File: config.mk
export PLATFORM = sky130hd
export DESIGN_NAME = async_line_with_modem_control
export DESIGN_NICKNAME = d
export VERILOG_FILES = /design/src/rtl/line_pkg.sv /design/src/rtl/async_line_with_modem_control.sv
export SDC_FILE = /design/constraint.sdc
export NUM_CORES = 1
export LEC_CHECK = 0
export BUFFER_PORTS_ARGS = -buffer_cell sky130_fd_sc_hd__buf_2
export CORE_ASPECT_RATIO = 1.1
export CORE_MARGIN = 8
export CORE_UTILIZATION = 53
export DETAILED_ROUTE_END_ITERATION = 8
export PLACE_DENSITY = 0.85
export SLEW_MARGIN = 10
export SYNTH_ARGS = -nofsm -noshare
export SYNTH_HDL_FRONTEND = slang
export SYNTH_SLANG_ARGS = --single-unit
File: constraint.sdc
create_clock -name hclk -period 2.6 [get_ports hclk]
set_clock_uncertainty 0.2 [all_clocks]
set_input_delay 0.78 -clock hclk [delete_from_list [all_inputs] [get_ports hclk]]
set_output_delay 0.78 -clock hclk [all_outputs]
set_load 0.02 [all_outputs]
File: src/rtl/line_pkg.sv
package line_pkg;
   // Register byte offsets on the bus.
   localparam logic [3:0] rx_status_off = 4'h0;
   localparam logic [3:0] rx_buf_off    = 4'h4;
   localparam logic [3:0] tx_status_off = 4'h8;
   localparam logic [3:0] tx_buf_off    = 4'hc;
   // Receiver status bit positions.
   localparam int rs_dtr    = 1;
   localparam int rs_rts    = 2;
   localparam int rs_rev_out = 3;
   localparam int rs_ds_ie  = 5;
   localparam int rs_done   = 7;
   localparam int rs_rx_ie  = 6;
   localparam int rs_rev_in = 10;
   localparam int rs_active = 11;
   localparam int rs_tone   = 12;
   localparam int rs_cts    = 13;
   localparam int rs_ring   = 14;
   localparam int rs_ds_int = 15;
   // Receive buffer status bit positions.
   localparam int rb_par    = 12;
   localparam int rb_frame  = 13;
   localparam int rb_over   = 14;
   localparam int rb_err    = 15;
   // Transmitter status bit positions.
   localparam int ts_break  = 0;
   localparam int ts_loop   = 2;
   localparam int ts_tx_ie  = 6;
   localparam int ts_ready  = 7;
   // Index of the last and of the middle sample in a receive bit.
   localparam logic [3:0] os_last = 4'hf;
   localparam logic [3:0] os_mid  = 4'h7;
   localparam logic [1:0] hresp_okay = 2'h0;
   localparam logic [1:0] htrans_nonseq = 2'h2;

   // Format straps; a fitted strap reads low.
   typedef struct packed {
      logic [1:0] len_sel;       // 00=5 ... 11=8 data bits.
      logic       parity_off_strap;
      logic       even_parity_strap;
      logic [1:0] stop_sel;      // 00=1, 01=1.5, other=2 stop bits.
   } straps_t;

   // Modem status inputs.
   typedef struct packed {
      logic ring;
      logic cts;
      logic line_tone_present;
      logic reverse_channel_in;
   } modem_in_t;

   typedef enum logic [2:0] {
      st_idle   = 3'b000,
      st_start  = 3'b001,
      st_data   = 3'b011,
      st_parity = 3'b010,
      st_stop   = 3'b110
   } ser_st_t;
endpackage

File: src/rtl/async_line_with_modem_control.sv
// Design decisions made here: the register addresses and register access over AHB-Lite.
`timescale 1ns/1ps
`default_nettype none
module async_line_with_modem_control #(
   parameter int data_w = 8
) (
   input  wire logic                hclk,
   input  wire logic                hresetn,
   input  wire logic                clk_en,
   input  wire logic                hsel,
   input  wire logic [31:0]         haddr,
   input  wire logic [1:0]          htrans,
   input  wire logic                hwrite,
   input  wire logic [2:0]          hsize,
   input  wire logic [31:0]         hwdata,
   input  wire logic                hready,
   output logic      [31:0]         hrdata,
   output logic                     hreadyout,
   output logic      [1:0]          hresp,
   input  wire line_pkg::straps_t   straps,
   input  wire logic                rx_tick16,
   input  wire logic                tx_tick,
   input  wire logic                serial_in,
   input  wire line_pkg::modem_in_t modem_in,
   output logic                     serial_out,
   output logic                     rts_out,
   output logic                     dtr_out,
   output logic                     reverse_channel_out,
   output logic                     rx_irq,
   output logic                     tx_irq
);
   // Bus address phase capture.
   logic        wr_pend_ff;
   logic [3:0]  addr_ff;
   // Only the first four words answer; aliases above them read zero.
   wire         in_map  = haddr[31:4] == '0;
   wire         addr_ok = hsel && hready && in_map &&
                          htrans == line_pkg::htrans_nonseq;
   wire         wr_now  = wr_pend_ff && clk_en;
   wire         rd_now  = addr_ok && !hwrite && clk_en;

   // Control bits written by software.
   logic dtr_ff, rts_ff, rev_ff, ds_ie_ff, rx_ie_ff, tx_ie_ff;
   logic brk_ff, loopback_select_ff;

   // Receive side state.
   line_pkg::ser_st_t rx_st_ff;
   logic [3:0]  rx_os_ff;
   logic [2:0]  rx_bit_ff;
   logic [7:0]  rx_sh_ff, rx_hold_ff;
   logic        rx_char_complete_ff, over_ff, rx_stop_bit_flag_ff, par_ff;
   logic        rx_par_ff;
   // Transmit side state.
   line_pkg::ser_st_t tx_st_ff;
   logic [7:0]  tx_hold_ff, tx_sh_ff;
   logic        hold_full_ff, tx_buffer_empty_ff;
   logic [2:0]  tx_bit_ff;
   logic [1:0]  tx_half_ff;
   logic        tx_par_ff, line_ff;
   // Modem edge detection.
   line_pkg::modem_in_t mdm_ff;
   logic        ds_int_ff;

   // Shared format from the straps, one set for both directions.
   wire [2:0] last_bit = {1'b1, straps.len_sel};
   wire       par_en   = !straps.parity_off_strap;
   wire       even     = !straps.even_parity_strap;

   // Loopback feeds rx from tx; each tx_tick then stands for a whole bit.
   wire rx_line = loopback_select_ff ? line_ff : serial_in;
   wire rx_tk   = clk_en && (loopback_select_ff ? tx_tick : rx_tick16);
   wire rx_mid  = rx_tk && (loopback_select_ff ||
                            rx_os_ff == line_pkg::os_mid);
   wire rx_end  = rx_tk && (loopback_select_ff ||
                            rx_os_ff == line_pkg::os_last);
   wire tx_tk   = clk_en && tx_tick;
   wire stop_mid = rx_mid && rx_st_ff == line_pkg::st_stop;

   // Receive state machine, sampling each bit at its centre.
   always_ff @(posedge hclk or negedge hresetn) begin
      if (!hresetn) begin
         rx_st_ff <= line_pkg::st_idle;
         rx_os_ff <= '0;
         rx_bit_ff <= '0;
         rx_sh_ff <= '0;
         rx_par_ff <= 1'b0;
      end else if (rx_tk) begin
         rx_os_ff <= rx_os_ff + 4'h1;
         unique case (rx_st_ff)
            line_pkg::st_idle: begin
               rx_os_ff <= '0;
               rx_bit_ff <= '0;
               rx_sh_ff <= '0;
               // The loopback tick that sees the start bit is its sample.
               if (!rx_line && loopback_select_ff)
                  rx_st_ff <= line_pkg::st_data;
               else if (!rx_line)
                  rx_st_ff <= line_pkg::st_start;
            end
            line_pkg::st_start: begin
               if (rx_mid && rx_line) rx_st_ff <= line_pkg::st_idle;
               if (rx_end) begin
                  rx_st_ff <= line_pkg::st_data;
                  rx_bit_ff <= '0;
                  rx_sh_ff <= '0;
               end
            end
            line_pkg::st_data: begin
               // Lsb first; shorter words land right-justified.
               if (rx_mid) rx_sh_ff[rx_bit_ff] <= rx_line;
               if (rx_end) begin
                  rx_bit_ff <= rx_bit_ff + 3'h1;
                  if (rx_bit_ff == last_bit)
                     rx_st_ff <= par_en ? line_pkg::st_parity
                                        : line_pkg::st_stop;
               end
            end
            line_pkg::st_parity: begin
               if (rx_mid) rx_par_ff <= rx_line;
               if (rx_end) rx_st_ff <= line_pkg::st_stop;
            end
            line_pkg::st_stop: begin
               if (rx_mid) rx_st_ff <= line_pkg::st_idle;
            end
            default: rx_st_ff <= line_pkg::st_idle;
         endcase
      end
   end

   // Received parity check against the strap sense.
   wire par_bad = par_en && ((^rx_sh_ff ^ rx_par_ff) != !even);

   // Holding register and status flags; setting wins over reading.
   always_ff @(posedge hclk or negedge hresetn) begin
      if (!hresetn) begin
         rx_hold_ff <= '0;
         rx_char_complete_ff <= 1'b0;
         over_ff <= 1'b0;
         rx_stop_bit_flag_ff <= 1'b0;
         par_ff <= 1'b0;
      end else if (stop_mid) begin
         rx_hold_ff <= rx_sh_ff;
         rx_char_complete_ff <= 1'b1;
         over_ff <= rx_char_complete_ff && !(rd_now && haddr[3:0] ==
                    line_pkg::rx_buf_off);
         rx_stop_bit_flag_ff <= !rx_line;
         par_ff <= par_bad;
      end else if (rd_now && haddr[3:0] == line_pkg::rx_buf_off) begin
         rx_char_complete_ff <= 1'b0;
      end
   end

   // Transmit machine; breaks the holding register into the shifter.
   always_ff @(posedge hclk or negedge hresetn) begin
      if (!hresetn) begin
         tx_st_ff <= line_pkg::st_idle;
         tx_sh_ff <= '0;
         tx_bit_ff <= '0;
         tx_half_ff <= '0;
         tx_par_ff <= 1'b0;
         line_ff <= 1'b1;
      end else if (tx_tk) begin
         unique case (tx_st_ff)
            line_pkg::st_idle: begin
               line_ff <= 1'b1;
               if (hold_full_ff) begin
                  tx_sh_ff <= tx_hold_ff;
                  tx_par_ff <= ^tx_hold_ff ^ !even;
                  tx_st_ff <= line_pkg::st_start;
                  line_ff <= 1'b0;
               end
            end
            line_pkg::st_start: begin
               line_ff <= tx_sh_ff[0];
               tx_bit_ff <= '0;
               tx_st_ff <= line_pkg::st_data;
            end
            line_pkg::st_data: begin
               tx_bit_ff <= tx_bit_ff + 3'h1;
               line_ff <= tx_sh_ff[tx_bit_ff + 3'h1];
               if (tx_bit_ff == last_bit) begin
                  tx_st_ff <= par_en ? line_pkg::st_parity
                                     : line_pkg::st_stop;
                  line_ff <= par_en ? tx_par_ff : 1'b1;
                  tx_half_ff <= '0;
               end
            end
            line_pkg::st_parity: begin
               tx_st_ff <= line_pkg::st_stop;
               line_ff <= 1'b1;
            end
            line_pkg::st_stop: begin
               // Stop length counted in whole ticks; 1.5 rounds to 2.
               tx_half_ff <= tx_half_ff + 2'h1;
               if (straps.stop_sel == 2'h0 || tx_half_ff == 2'h1)
                  tx_st_ff <= line_pkg::st_idle;
            end
            default: tx_st_ff <= line_pkg::st_idle;
         endcase
      end
   end

   wire tx_load = tx_tk && tx_st_ff == line_pkg::st_idle && hold_full_ff;
   wire tx_wr   = wr_now && addr_ff == line_pkg::tx_buf_off;

   // Holding register; the shifter load takes it, a write refills it.
   always_ff @(posedge hclk or negedge hresetn) begin
      if (!hresetn) begin
         tx_hold_ff <= '0;
         hold_full_ff <= 1'b0;
         tx_buffer_empty_ff <= 1'b1;
      end else if (tx_wr) begin
         tx_hold_ff <= hwdata[7:0];
         hold_full_ff <= 1'b1;
         tx_buffer_empty_ff <= 1'b0;
      end else if (tx_load) begin
         hold_full_ff <= 1'b0;
         tx_buffer_empty_ff <= 1'b1;
      end
   end

   // Rising modem input edges set the sticky data-set flag; read of status clears.
   wire ds_edge = |(modem_in & ~mdm_ff);
   wire rs_rd   = rd_now && haddr[3:0] == line_pkg::rx_status_off;
   always_ff @(posedge hclk or negedge hresetn) begin
      if (!hresetn) begin
         mdm_ff <= '0;
         ds_int_ff <= 1'b0;
      end else if (clk_en) begin
         mdm_ff <= modem_in;
         if (ds_edge) ds_int_ff <= 1'b1;
         else if (rs_rd) ds_int_ff <= 1'b0;
      end
   end

   // Control register writes.
   wire [15:0] wd = hwdata[15:0];
   always_ff @(posedge hclk or negedge hresetn) begin
      if (!hresetn) begin
         {dtr_ff, rts_ff, rev_ff, ds_ie_ff, rx_ie_ff} <= '0;
         {tx_ie_ff, brk_ff, loopback_select_ff} <= '0;
      end else if (wr_now && addr_ff == line_pkg::rx_status_off) begin
         dtr_ff <= wd[line_pkg::rs_dtr];
         rts_ff <= wd[line_pkg::rs_rts];
         rev_ff <= wd[line_pkg::rs_rev_out];
         ds_ie_ff <= wd[line_pkg::rs_ds_ie];
         rx_ie_ff <= wd[line_pkg::rs_rx_ie];
      end else if (wr_now && addr_ff == line_pkg::tx_status_off) begin
         brk_ff <= wd[line_pkg::ts_break];
         loopback_select_ff <= wd[line_pkg::ts_loop];
         tx_ie_ff <= wd[line_pkg::ts_tx_ie];
      end
   end

   // Read multiplexer; modem status lives in receiver status.
   logic [15:0] rs_v, rb_v, ts_v, rd_v;
   always_comb begin
      rs_v = '0;
      rs_v[line_pkg::rs_dtr] = dtr_ff;
      rs_v[line_pkg::rs_rts] = rts_ff;
      rs_v[line_pkg::rs_rev_out] = rev_ff;
      rs_v[line_pkg::rs_ds_ie] = ds_ie_ff;
      rs_v[line_pkg::rs_rx_ie] = rx_ie_ff;
      rs_v[line_pkg::rs_done] = rx_char_complete_ff;
      rs_v[line_pkg::rs_rev_in] = modem_in.reverse_channel_in;
      rs_v[line_pkg::rs_active] = rx_st_ff != line_pkg::st_idle;
      rs_v[line_pkg::rs_tone] = modem_in.line_tone_present;
      rs_v[line_pkg::rs_cts] = modem_in.cts;
      rs_v[line_pkg::rs_ring] = modem_in.ring;
      rs_v[line_pkg::rs_ds_int] = ds_int_ff;
      rb_v = {8'h00, rx_hold_ff};
      rb_v[line_pkg::rb_par] = par_ff;
      rb_v[line_pkg::rb_frame] = rx_stop_bit_flag_ff;
      rb_v[line_pkg::rb_over] = over_ff;
      rb_v[line_pkg::rb_err] = par_ff | rx_stop_bit_flag_ff | over_ff;
      ts_v = '0;
      ts_v[line_pkg::ts_break] = brk_ff;
      ts_v[line_pkg::ts_loop] = loopback_select_ff;
      ts_v[line_pkg::ts_tx_ie] = tx_ie_ff;
      ts_v[line_pkg::ts_ready] = tx_buffer_empty_ff;
      unique case (haddr[3:0])
         line_pkg::rx_status_off: rd_v = rs_v;
         line_pkg::rx_buf_off:    rd_v = rb_v;
         line_pkg::tx_status_off: rd_v = ts_v;
         line_pkg::tx_buf_off:    rd_v = '0;
         default:                 rd_v = '0;
      endcase
   end

   // Bus slave: zero wait states, read data registered into data phase.
   always_ff @(posedge hclk or negedge hresetn) begin
      if (!hresetn) begin
         wr_pend_ff <= 1'b0;
         addr_ff <= '0;
         hrdata <= '0;
      end else if (clk_en) begin
         wr_pend_ff <= addr_ok && hwrite;
         addr_ff <= haddr[3:0];
         hrdata <= rd_now ? {16'h0000, rd_v} : '0;
      end
   end
   assign hreadyout = 1'b1;
   assign hresp = line_pkg::hresp_okay;

   // Output pins and interrupt requests, all from flip-flops.
   always_ff @(posedge hclk or negedge hresetn) begin
      if (!hresetn) begin
         serial_out <= 1'b1;
         rts_out <= 1'b0;
         dtr_out <= 1'b0;
         reverse_channel_out <= 1'b0;
         rx_irq <= 1'b0;
         tx_irq <= 1'b0;
      end else if (clk_en) begin
         // In loopback the line idles at mark toward the modem.
         serial_out <= brk_ff ? 1'b0 :
                       (loopback_select_ff ? 1'b1 : line_ff);
         rts_out <= rts_ff;
         dtr_out <= dtr_ff;
         reverse_channel_out <= rev_ff;
         rx_irq <= (rx_ie_ff && rx_char_complete_ff) ||
                   (ds_ie_ff && ds_int_ff);
         tx_irq <= tx_ie_ff && tx_buffer_empty_ff && !hold_full_ff
                   && tx_st_ff == line_pkg::st_idle;
      end
   end

   // Checks.
   a_done_on_stop: assert property (@(posedge hclk) disable iff (!hresetn)
      stop_mid |=> rx_char_complete_ff)
      else $error("done flag not set at stop centre");
   a_hold_loads: assert property (@(posedge hclk) disable iff (!hresetn)
      stop_mid |=> rx_hold_ff == $past(rx_sh_ff))
      else $error("holding register not loaded");
   a_overrun_set: assert property (@(posedge hclk) disable iff (!hresetn)
      stop_mid && rx_char_complete_ff && !rd_now |=> over_ff)
      else $error("overrun missed");
   a_break_space: assert property (@(posedge hclk) disable iff (!hresetn)
      brk_ff && clk_en |=> !serial_out)
      else $error("break not space");
   a_ds_gate: assert property (@(posedge hclk) disable iff (!hresetn)
      clk_en && !ds_ie_ff && !rx_char_complete_ff |=> !rx_irq)
      else $error("data-set interrupt while disabled");
   a_ds_edge: assert property (@(posedge hclk) disable iff (!hresetn)
      clk_en && ds_edge |=> ds_int_ff)
      else $error("modem edge lost");
   a_tx_wait: assert property (@(posedge hclk) disable iff (!hresetn)
      tx_wr |=> !tx_buffer_empty_ff && hold_full_ff)
      else $error("write did not fill holding register");
   a_rts_follow: assert property (@(posedge hclk) disable iff (!hresetn)
      clk_en |=> rts_out == $past(rts_ff))
      else $error("rts does not follow control bit");
   c_rx_char: cover property (@(posedge hclk) stop_mid);
   c_tx_load: cover property (@(posedge hclk) tx_load);
   c_ds_irq: cover property (@(posedge hclk) ds_int_ff && ds_ie_ff);
endmodule
`default_nettype wire

==> results_dict.tcl, run 1 <==
set metrics [dict create \
    ff2ff_path_depth 6 \
    cts.reportedPaths.clkPinSlew_ns 0.09 \
    setup_tns_ns 0 \
    power_frac_seq 0.527 \
    maxSlewHeadroom 0.651 \
    report.final.setup_viol 0 \
    tritoncts "done" \
    post-route-drc-count 0 \
    reg2reg_to "rx_sh_ff[3]" \
    p_switching_mw 1.00 \
    detailed_place_hpwl_um 8830 \
    io_buffer_count 80 \
    grt_antenna_before_repair 0 \
    multi_input_comb_area_um2 2350 \
    routed_wl_um 11700 \
    synth-simple-area-share 0.132 \
    worst-setup-path-type "reg2reg" \
    timing.critical_path.to "rx_sh_ff[3]" \
    setup_ws_ns 0.212 \
    grt_first_pass_wirelength_um 19200 \
    ant_nets 0 \
    worstSkewPairLatency_ns 0.36 \
    avg_wl_per_cell_um 17.4 \
    post-route-period-util 0.918 \
    crit_arrival_ns 2.44 \
    ys_seq_elements 97 \
    critical_path.n_buffers_inverters 0 \
    timing.final.max_slew_violations 0 \
    power_frac_clock 0.284 \
    post_cts_resized 0 \
    finalWorstPathRequiredPeriod_ns 2.39 \
    hold_path_class "in2async" \
    clockRootBuffer "clkbuf_8" \
    route.detailed.vias_per_inst 5.82 \
    final_layout_size_suffix_gt1_frac 0.278 \
    synthesis.instances 468 \
    yosys.area_share.adder 0.00992 \
    tritoncts_num_sinks 97 \
    setup.worst_path.start "rx_os_ff[0]" \
    finalWeightedCongestion 0.916 \
    pwr_density_cell_nw_per_um2 584 \
    worst_hold_slack_ns 0.108 \
    final_util 0.616 \
    initial_core_util 0.542 \
    layout-area-overhead-vs-synth_pct 13.6 \
    clk_path_buf_depth 2 \
    drt-initial-drc-count 235 \
    p_comb_frac 0.189 \
    core-area_um2 9310 \
    cap_violations 0 \
    setup_repair_after_global_routing_missed_its_margin "false" \
    timing.critical_path.fanout_max 7 \
    cts_htree_levels 3 \
    first_pass_iters 4 \
    ff2ff_setup_slack_ns 0.21 \
    maxClockFrequency_ghz 0.419 \
    floorplan.io_pins 129 \
    globalRouteTotalUtil 0.185 \
    die_footprint_um2 12900 \
    cell_internal_pwr_mw 2.34 \
    ys_seq_area_frac 0.482 \
    first_global_vias 3993 \
    post_layout_nonfiller_instances 670 \
    power.static_leakage_nw 2.75 \
    synth_cell_type_count 63 \
    syn_area_um2 5040 \
    cts_post_setup_buffers_inserted 0 \
    ys.warnings.count 0 \
    grt_start_max_net_pins 38 \
    postSynthAreaPerCell_um2 10.8 \
    synth_compound_gate_area_share 0.147 \
    path_cells "ha_1 -> and4b_1 -> o21ai_1 -> a211o_1 -> or3_4 -> o41ai_2" \
    start_kind "flop" \
    hold_violations 0 \
    place.detailed.instances 654 \
    synth_top_family_by_area "compound AO/OA/AOI/OAI gates" \
    swShare 0.300 \
    cp-end-kind "flop" \
    fillCellCount 714 \
    cts-buffers-inserted 9 \
    final_net_count 640 \
    row_count 37 \
    dominantRegCellSynth "dfrtp_1" \
    slowest_stage "dfrtp_1" \
    die-width_um 109 \
    critPathRequiredTime_ns 2.65 \
    synth_enable_flop_cells 0 \
    diodes 0 \
    worst_ir_drop_vdd_uv 256 \
    yosys.area_share.xor_xnor 0.0382 \
    ys_async_sr_fraction 1.00 \
    critical_path.reg2reg.startpoint "rx_os_ff[0]" \
    tightest_slew_ns 0.522 \
    path_delay_family "compound AO/OA/AOI/OAI gates" \
    via_count 3900 \
    dp_worst_setup_slack_ns 0.0466 \
    final-seq-area_um2 2430 \
    die_h_um 118 \
    muxShareOfSynthArea 0.124 \
    run_status "finished clean" \
    cts_hold_buffers 0 \
    slowest_delay_ns 0.40 \
    grt.overflow.total 0 \
    critical_path_cell_count 6 \
]
==> logic make-up after synthesis <==
family | Yosys count
xor gates and xnor gates | 22
AOI/OAI and AO/OA | 105
adders and majority gates | 4
muxes | 55
buffers and inverters | 64
other | 2
and+or+nand+nor | 119
DFF | 97
==> registers in the layout (all words and copies together), names as in the netlist, 2 cells and up <==
| name | flops |
|---|---|
| rx_os_ff | 4 |
| addr_ff | 4 |
| tx_hold_ff | 8 |
| hrdata | 14 |
| mdm_ff | 4 |
| tx_st_ff | 3 |
| rx_sh_ff | 8 |
| tx_bit_ff | 3 |
| tx_sh_ff | 8 |
| rx_st_ff | 3 |
| rx_hold_ff | 8 |
| tx_half_ff | 2 |
| rx_bit_ff | 3 |
==> per-layer routing <==
layer  share of wire  track usage  vias up
li1                -            -     1814
met1            0.39        0.208     1923
met2            0.51        0.322      129
met3           0.070       0.0397       34
met4           0.032       0.0857        0
met5               0            0        -
==> final cells by class <==
cell class              instances  share of cell area
multi-input cells             326               0.411
repair buffers                 95              0.0943
clock inverters                 5             0.00982
inverters                      19              0.0124
flip-flops and latches         97               0.424
clock buffers                  11              0.0229
well taps                     117              0.0255
==> power groups by stage <==
| stage | Sequential [mW] | Combinational, mW | Clock (mW) |
|---|---|---|---|
| 3_5_place_dp | 1.79 | 0.627 | 0 |
| 4_1_cts | 1.76 | 0.633 | 0.972 |
| 3_3_place_gp | 1.78 | 0.604 | 0 |
| 6_report | 1.76 | 0.632 | 0.950 |
| 2_1_floorplan | 1.73 | 0.502 | 0 |
| 5_1_grt | 1.78 | 0.703 | 1.03 |
==> synthesized netlist by cell type (7+ instances only) <==
cell	count	area [µm²]
xnor2_1	20	175
clkbuf_1	16	60.1
nand2_1	33	124
nand3_1	10	50.1
o2bb2ai_1	12	105
inv_1	17	63.8
mux2_2	27	304
o21ai_0	19	95.1
nor3_1	8	40.0
a22o_1	7	61.3
nand2b_1	7	43.8
a22oi_1	8	60.1
buf_2	8	40.0
nor2_1	19	71.3
dfrtp_1	94	2350
mux2_1	21	236
a21oi_1	15	75.1
buf_4	21	158
==> how the worst min path moves through the flow <==
stage               slack (ns)           to  cells past startpoint    start
finish                    0.11       par_ff                      1  hresetn
global placement          0.25   serial_out                      1   brk_ff
CTS                       0.11  rx_sh_ff[3]                      1  hresetn
global route              0.12       par_ff                      1  hresetn
floorplan                 0.21   serial_out                      1   brk_ff
detailed placement        0.25   serial_out                      1   brk_ff
==> metrics by stage <==
step                      cell area (µm²)  power [mW]
after floorplan                      5110        2.23
after global placement               5540        2.38
after detailed placement             5540        2.41
after CTS                            5730        3.37
after global routing                 5730        3.52
final                                5730        3.34
==> placed cells by master, fill, tap and decap left out, drive strengths merged, types with 3 or more instances in the layout <==
cell type	n
a21oi	15
a22o	7
a22oi	8
a31oi	6
buf	95
clkbuf	11
clkinv	3
conb	21
dfrtp	94
dfstp	3
ha	4
inv	19
mux2	48
mux2i	6
nand2	33
nand2b	7
nand3	10
nand3b	6
nand4	3
nor2	19
nor2b	5
nor3	9
nor3b	4
nor4	7
o211ai	3
o21ai	25
o22ai	3
o2bb2ai	12
o31ai	6
o41ai	5
or3	5
xnor2	20
==> worst reg2reg max path: cells and delay by family (launching register included) <==
kind                     cells  cell delay, ns
AO/OA/AOI/OAI                3            0.75
AND/OR/NAND/NOR              2            0.63
flip-flops                   1            0.40
adder cells (fa/ha/maj)      1            0.31
Note: power is estimated with default switching activity, not from simulation.
==> run 2, diff against run 1 <==
--- a/config.mk
+++ b/config.mk
@@ -10,7 +10,7 @@
 export CORE_MARGIN = 8
 export CORE_UTILIZATION = 53
 export DETAILED_ROUTE_END_ITERATION = 8
-export PLACE_DENSITY = 0.85
+export PLACE_DENSITY_LB_ADDON = 0.2
 export SLEW_MARGIN = 10
 export SYNTH_ARGS = -nofsm -noshare
 export SYNTH_HDL_FRONTEND = slang
==> run 2 against run 1 <==
Utilization up 0.38 points. Total power down 0.98%. Die area unchanged. Flip-flop and latch count unchanged. Non-clock buffer count up 5. Hold slack better by 0.049 ns. Final cell count up 0.75%. Combinational power up 1%. Sequential power about the same.
==> results_dict.tcl, run 2 (synthesis results as in run 1) <==
set metrics [dict create \
    cts-buffers-inserted 9 \
    grt.overflow.total 0 \
    grt_first_pass_wirelength_um 19100 \
    largest_register_ff_count 14 \
    row_count 37 \
    globalRouteTotalUtil 0.185 \
    routed_wl_um 11700 \
    slowest_stage "dfrtp_1" \
    critical_path.reg2reg.startpoint "rx_os_ff[0]" \
    worst_ir_drop_vdd_uv 406 \
    post_cts_resized 0 \
    die_h_um 118 \
    final_net_count 645 \
    maxClockFrequency_ghz 0.440 \
    io_buffer_count 80 \
    hold_violations 0 \
    slowest_delay_ns 0.40 \
    most-common-layout-cells "94 x dfrtp_1, 79 x buf_2, 33 x nand2_1" \
    p_total_mw 3.31 \
    dp_worst_setup_slack_ns -0.0265 \
    critPathRequiredTime_ns 2.66 \
    post-route-drc-count 0 \
    start_kind "flop" \
    maxSlewHeadroom 0.657 \
    setup_repair_after_global_routing_missed_its_margin "false" \
    cts.reportedPaths.clkPinSlew_ns 0.10 \
    run_status "finished clean" \
    cap_violations 0 \
    cts_hold_buffers 0 \
    layout-area-overhead-vs-synth_pct 14.3 \
    timing.final.max_slew_violations 0 \
    clk_path_buf_depth 2 \
    hold_path_class "in2async" \
    first_pass_iters 5 \
    crit_arrival_ns 2.34 \
    drt-initial-drc-count 173 \
    report.final.setup_viol 0 \
    grt_antenna_before_repair 0 \
    tightest_slew_ns 0.514 \
    tritoncts "done" \
    final_util 0.620 \
    clockRootBuffer "clkbuf_8" \
    post-route-period-util 0.875 \
    layout.cells.most_common "dfrtp_1" \
    core-area_um2 9310 \
    finalWeightedCongestion 0.891 \
    avg_wl_per_cell_um 17.3 \
    finalWorstPathRequiredPeriod_ns 2.27 \
    first_global_vias 3807 \
    worstSkewPairLatency_ns 0.37 \
    worst-setup-path-type "reg2reg" \
    diodes 0 \
    grt_start_max_net_pins 41 \
    cts_post_setup_buffers_inserted 0 \
    timing.critical_path.fanout_max 7 \
    initial_core_util 0.542 \
    detailed_place_hpwl_um 8930 \
    setup_tns_ns 0 \
    tritoncts_num_sinks 97 \
    die_footprint_um2 12900 \
    path_cells "ha_1 -> and4b_1 -> o21ai_1 -> a211o_1 -> or3_4 -> o41ai_2" \
    cp-end-kind "flop" \
    setup.worst_path.start "rx_os_ff[0]" \
    route.detailed.vias_per_inst 5.65 \
    die-width_um 109 \
    final_layout_size_suffix_gt1_frac 0.289 \
    power.static_leakage_nw 2.77 \
    cts_htree_levels 3 \
    setup_ws_ns 0.326 \
    max_flop_register "hrdata" \
    pwr_density_cell_nw_per_um2 574 \
    ant_nets 0 \
    via_count 3816 \
    fillCellCount 757 \
    floorplan.io_pins 129 \
]
[run 2: changes by cell type in the layout (fill, tap and decap cells not counted), sizes merged]
cell      delta
bufinv       -1
clkinv       -1
clkinvlp     +1
inv          +3
clkbuf       -2
buf          +5
[run 2: final timing paths]
kind / depth (start not counted) / slack [ns] / to
setup / recovery: 6 / 0.33 / rx_sh_ff[3]
hold / removal: 1 / 0.16 / mdm_ff[3]
setup reg to reg: 6 / 0.33 / rx_sh_ff[3]
hold reg to reg: 2 / 0.28 / tx_buffer_empty_ff
max in group asynchronous: 2 / 1.34 / tx_sh_ff[7]
min in group hclk: 2 / 0.28 / tx_buffer_empty_ff
[run 2: critical path, delay by kind of cell, from the launching register on]
family,cells,cell delay (ns)
flops,1,0.40
simple gates,2,0.61
fa+ha+maj,1,0.30
compound gates,3,0.68
[run 2: per-stage QoR]
step                      instance area (µm²)  instances  hold WS [ns]
final                                    5770        675         0.157
after global routing                     5770        675         0.173
after CTS                                5770        675         0.159
after detailed placement                 5580        659         0.258
after global placement                   5580        659         0.260
after floorplan                          5110        487         0.213
[run 2: power by group]
group,switching (mW),internal (mW)
sequential,0.140,1.61
combinational,0.354,0.285
clock,0.555,0.364
total,1.05,2.26
[run 2: layout make-up]
| class | instances | area (µm²) | area share |
|---|---|---|---|
| Clock buffer | 9 | 124 | 0.0215 |
| Clock inverter | 7 | 61.3 | 0.0106 |
| Inverter | 19 | 71.3 | 0.0124 |
| Multi-Input combinational cell | 326 | 2350 | 0.408 |
| Sequential cell | 97 | 2430 | 0.422 |
| Tap cell | 117 | 146 | 0.0254 |
| Timing Repair Buffer | 100 | 578 | 0.100 |
[run 2: per-layer routing]
layer  track usage  vias up  wire length, µm
li1              -     1821                -
met5             0        -                0
met2         0.283      138             5260
met4        0.0883        0              415
met3        0.0484       26              887
met1         0.239     1831             5130
==> run 3, diff against run 2 <==
--- a/config.mk
+++ b/config.mk
@@ -5,12 +5,13 @@
 export SDC_FILE = /design/constraint.sdc
 export NUM_CORES = 1
 export LEC_CHECK = 0
+export ABC_AREA = 1
 export BUFFER_PORTS_ARGS = -buffer_cell sky130_fd_sc_hd__buf_2
 export CORE_ASPECT_RATIO = 1.1
 export CORE_MARGIN = 8
-export CORE_UTILIZATION = 53
+export CORE_UTILIZATION = 54
 export DETAILED_ROUTE_END_ITERATION = 8
-export PLACE_DENSITY_LB_ADDON = 0.2
+export PLACE_DENSITY = 0.81
 export SLEW_MARGIN = 10
 export SYNTH_ARGS = -nofsm -noshare
 export SYNTH_HDL_FRONTEND = slang
==> run 3 against run 2 <==
Clock power is 22% higher. Fmax grew 11%. Critical endpoint is now tx_st_ff[1]. Routed wire length rose by 6.8%. Combinational power is 51% higher. Die area grew 0.81%. Largest cell class unchanged. Via count is 23% higher. Sequential power is 5% higher.
==> results_dict.tcl, run 3 <==
set metrics [dict create \
    run_status "finished clean" \
    ff2ff_setup_slack_ns 0.64 \
    ys_seq_area_frac 0.469 \
    power.static_leakage_nw 3.10 \
    report.final.setup_viol 0 \
    hold_path_class "in2async" \
    critical-path-top-cell-by-count "nand2_1" \
    cts_htree_levels 3 \
    finalWorstPathRequiredPeriod_ns 2.05 \
    slowest_delay_ns 0.26 \
    setup_tns_ns 0 \
    maxClockFrequency_ghz 0.487 \
    synth.largest_area_cell "dfrtp_1" \
    postSynthAreaPerCell_um2 7.50 \
    ys_seq_elements 97 \
    final_layout_size_suffix_gt1_frac 0.163 \
    synth_compound_gate_area_share 0.101 \
    ys_async_sr_fraction 1.00 \
    layout-area-overhead-vs-synth_pct 13.1 \
    timing.final.max_slew_violations 0 \
    dp_worst_setup_slack_ns 0.233 \
    final-seq-area_um2 2430 \
    initial_core_util 0.555 \
    die-width_um 109 \
    via_count 4694 \
    worstSkewPairLatency_ns 0.37 \
    synth_enable_flop_cells 0 \
    synth_top_cells_by_area "dfrtp_1 45%, nand2_1 18%, o21ai_0 6.0%" \
    multi_input_comb_area_um2 2320 \
    cap_violations 0 \
    avg_wl_per_cell_um 14.0 \
    critical_path.n_buffers_inverters 3 \
    synth_cell_type_count 35 \
    syn_area_um2 5190 \
    path_delay_family "buffers and inverters" \
    route.detailed.vias_per_inst 5.24 \
    tritoncts "done" \
    slowest_stage "o21ai_0" \
    post_cts_resized 0 \
    cts.reportedPaths.clkPinSlew_ns 0.11 \
    post-route-drc-count 0 \
    cts_post_setup_buffers_inserted 0 \
    yosys.area_share.adder 0.00965 \
    globalRouteTotalUtil 0.197 \
    tightest_slew_ns 0.524 \
    clk_path_buf_depth 2 \
    hold_violations 0 \
    muxShareOfSynthArea 0 \
    die_h_um 119 \
    postPlaceCellArea_um2 5640 \
    critPathRequiredTime_ns 2.66 \
    core-area_um2 9350 \
    grt_first_pass_wirelength_um 20900 \
    row_count 37 \
    cp-end-kind "flop" \
    ant_nets 0 \
    cts_hold_buffers 0 \
    timing.critical_path.fanout_max 12 \
    max_flop_register "hrdata" \
    first_global_vias 4543 \
    finalWeightedCongestion 0.920 \
    yosysMostFrequentCell "nand2_1" \
    largest_register_ff_count 14 \
    setup_ws_ns 0.547 \
    dominantRegCellSynth "dfrtp_1" \
    yosys.area_share.xor_xnor 0.0169 \
    finalInstanceArea_um2 5870 \
    layout.cells.most_common "nand2_1" \
    final_net_count 865 \
    setup_repair_after_global_routing_missed_its_margin "false" \
    yosys-top-cells-count "245 x nand2_1, 94 x dfrtp_1, 64 x inv_1" \
    die_footprint_um2 13000 \
    worst-setup-path-type "in2reg" \
    first_pass_iters 5 \
    cts-buffers-inserted 9 \
    drt-initial-drc-count 275 \
    worst_ir_drop_vdd_uv 461 \
    place.detailed.instances 879 \
    post-route-period-util 0.790 \
    synthesis.instances 692 \
    post_layout_nonfiller_instances 895 \
    ys.warnings.count 0 \
    routed_wl_um 12500 \
    synth_top_family_by_area "simple AND/OR/NAND/NOR gates" \
    crit_arrival_ns 2.11 \
    grt_start_max_net_pins 41 \
    most-common-layout-cells "245 x nand2_1, 94 x dfrtp_1, 79 x buf_2" \
    diodes 0 \
    floorplan.io_pins 129 \
    path_cells "buf_2 -> buf_4 -> nand2_1 -> inv_1 -> nand2_1 -> nor2_1 -> nand2_1 -> o21ai_0" \
    io_buffer_count 80 \
    detailed_place_hpwl_um 9600 \
    grt_antenna_before_repair 0 \
    grt.overflow.total 0 \
    worst_hold_slack_ns 0.172 \
    maxSlewHeadroom 0.651 \
    synth_top_cell_area_share 0.453 \
    fillCellCount 831 \
    pwr_density_cell_nw_per_um2 670 \
    start_kind "input port" \
    clockRootBuffer "clkbuf_8" \
    p_total_mw 3.93 \
    synth-simple-area-share 0.305 \
    tritoncts_num_sinks 97 \
    final_util 0.628 \
]
[run 3: changes by cell type after synthesis, moves of 7 or more]
cell       previous run  this run
nor2_1               19        48
inv_1                17        64
mux2_2               27         0
nand4_1               3        14
o21ai_0              19        62
o2bb2ai_1            12         0
nand3_1              10        38
nand2_1              33       245
nand2b_1              7         0
clkbuf_1             16         7
a22oi_1               8         0
mux2_1               21         0
xnor2_1              20         7
[run 3: final cells by class]
cell class,instances,area share
inverter,72,0.0460
sequential,97,0.414
clock inverter,7,0.0188
tap,117,0.0249
timing repair buffer,87,0.0797
clock buffer,9,0.0211
multi-input combinational,506,0.395
[run 3: kinds of logic (layout without fill, tap and decap cells)]
kind of cell    after synthesis  after routing
xor+xnor                     10             10
buf+inv                     108            175
fa+ha+maj                     4              4
flops                        97             97
compound gates               95             95
other cells                   2             21
simple gates                376            376
[run 3: worst register-to-register path, delay by kind of cell, from the launching register on]
family	cells	cell delay [ns]
compound gates	2	0.58
simple gates	5	0.51
flops	1	0.39
fa+ha+maj	1	0.18
[run 3: final timing paths]
| path | start | to | cells past startpoint |
|---|---|---|---|
| hold / removal | hresetn | rts_ff | 1 |
| hold reg to reg | hrdata[6] | hrdata[6] | 2 |
| setup / recovery | clk_en | tx_st_ff[1] | 8 |
| min in group hclk | hrdata[6] | hrdata[6] | 2 |
| max in group asynchronous | hresetn | rx_os_ff[3] | 2 |
| setup reg to reg | rx_os_ff[1] | rx_sh_ff[7] | 8 |
[run 3: layer usage]
metal,share of wire,track usage
met1,0.42,0.252
met2,0.48,0.324
met3,0.078,0.0391
met4,0.019,0.0642
met5,0,0
[run 3: report_power, final]
group          leakage, nW  total, mW  switching (mW)  internal [mW]
clock network        0.119       1.12           0.562          0.562
logic                 1.68      0.966           0.650          0.317
registers             1.30       1.84           0.160           1.68
total                 3.10       3.93            1.37           2.56
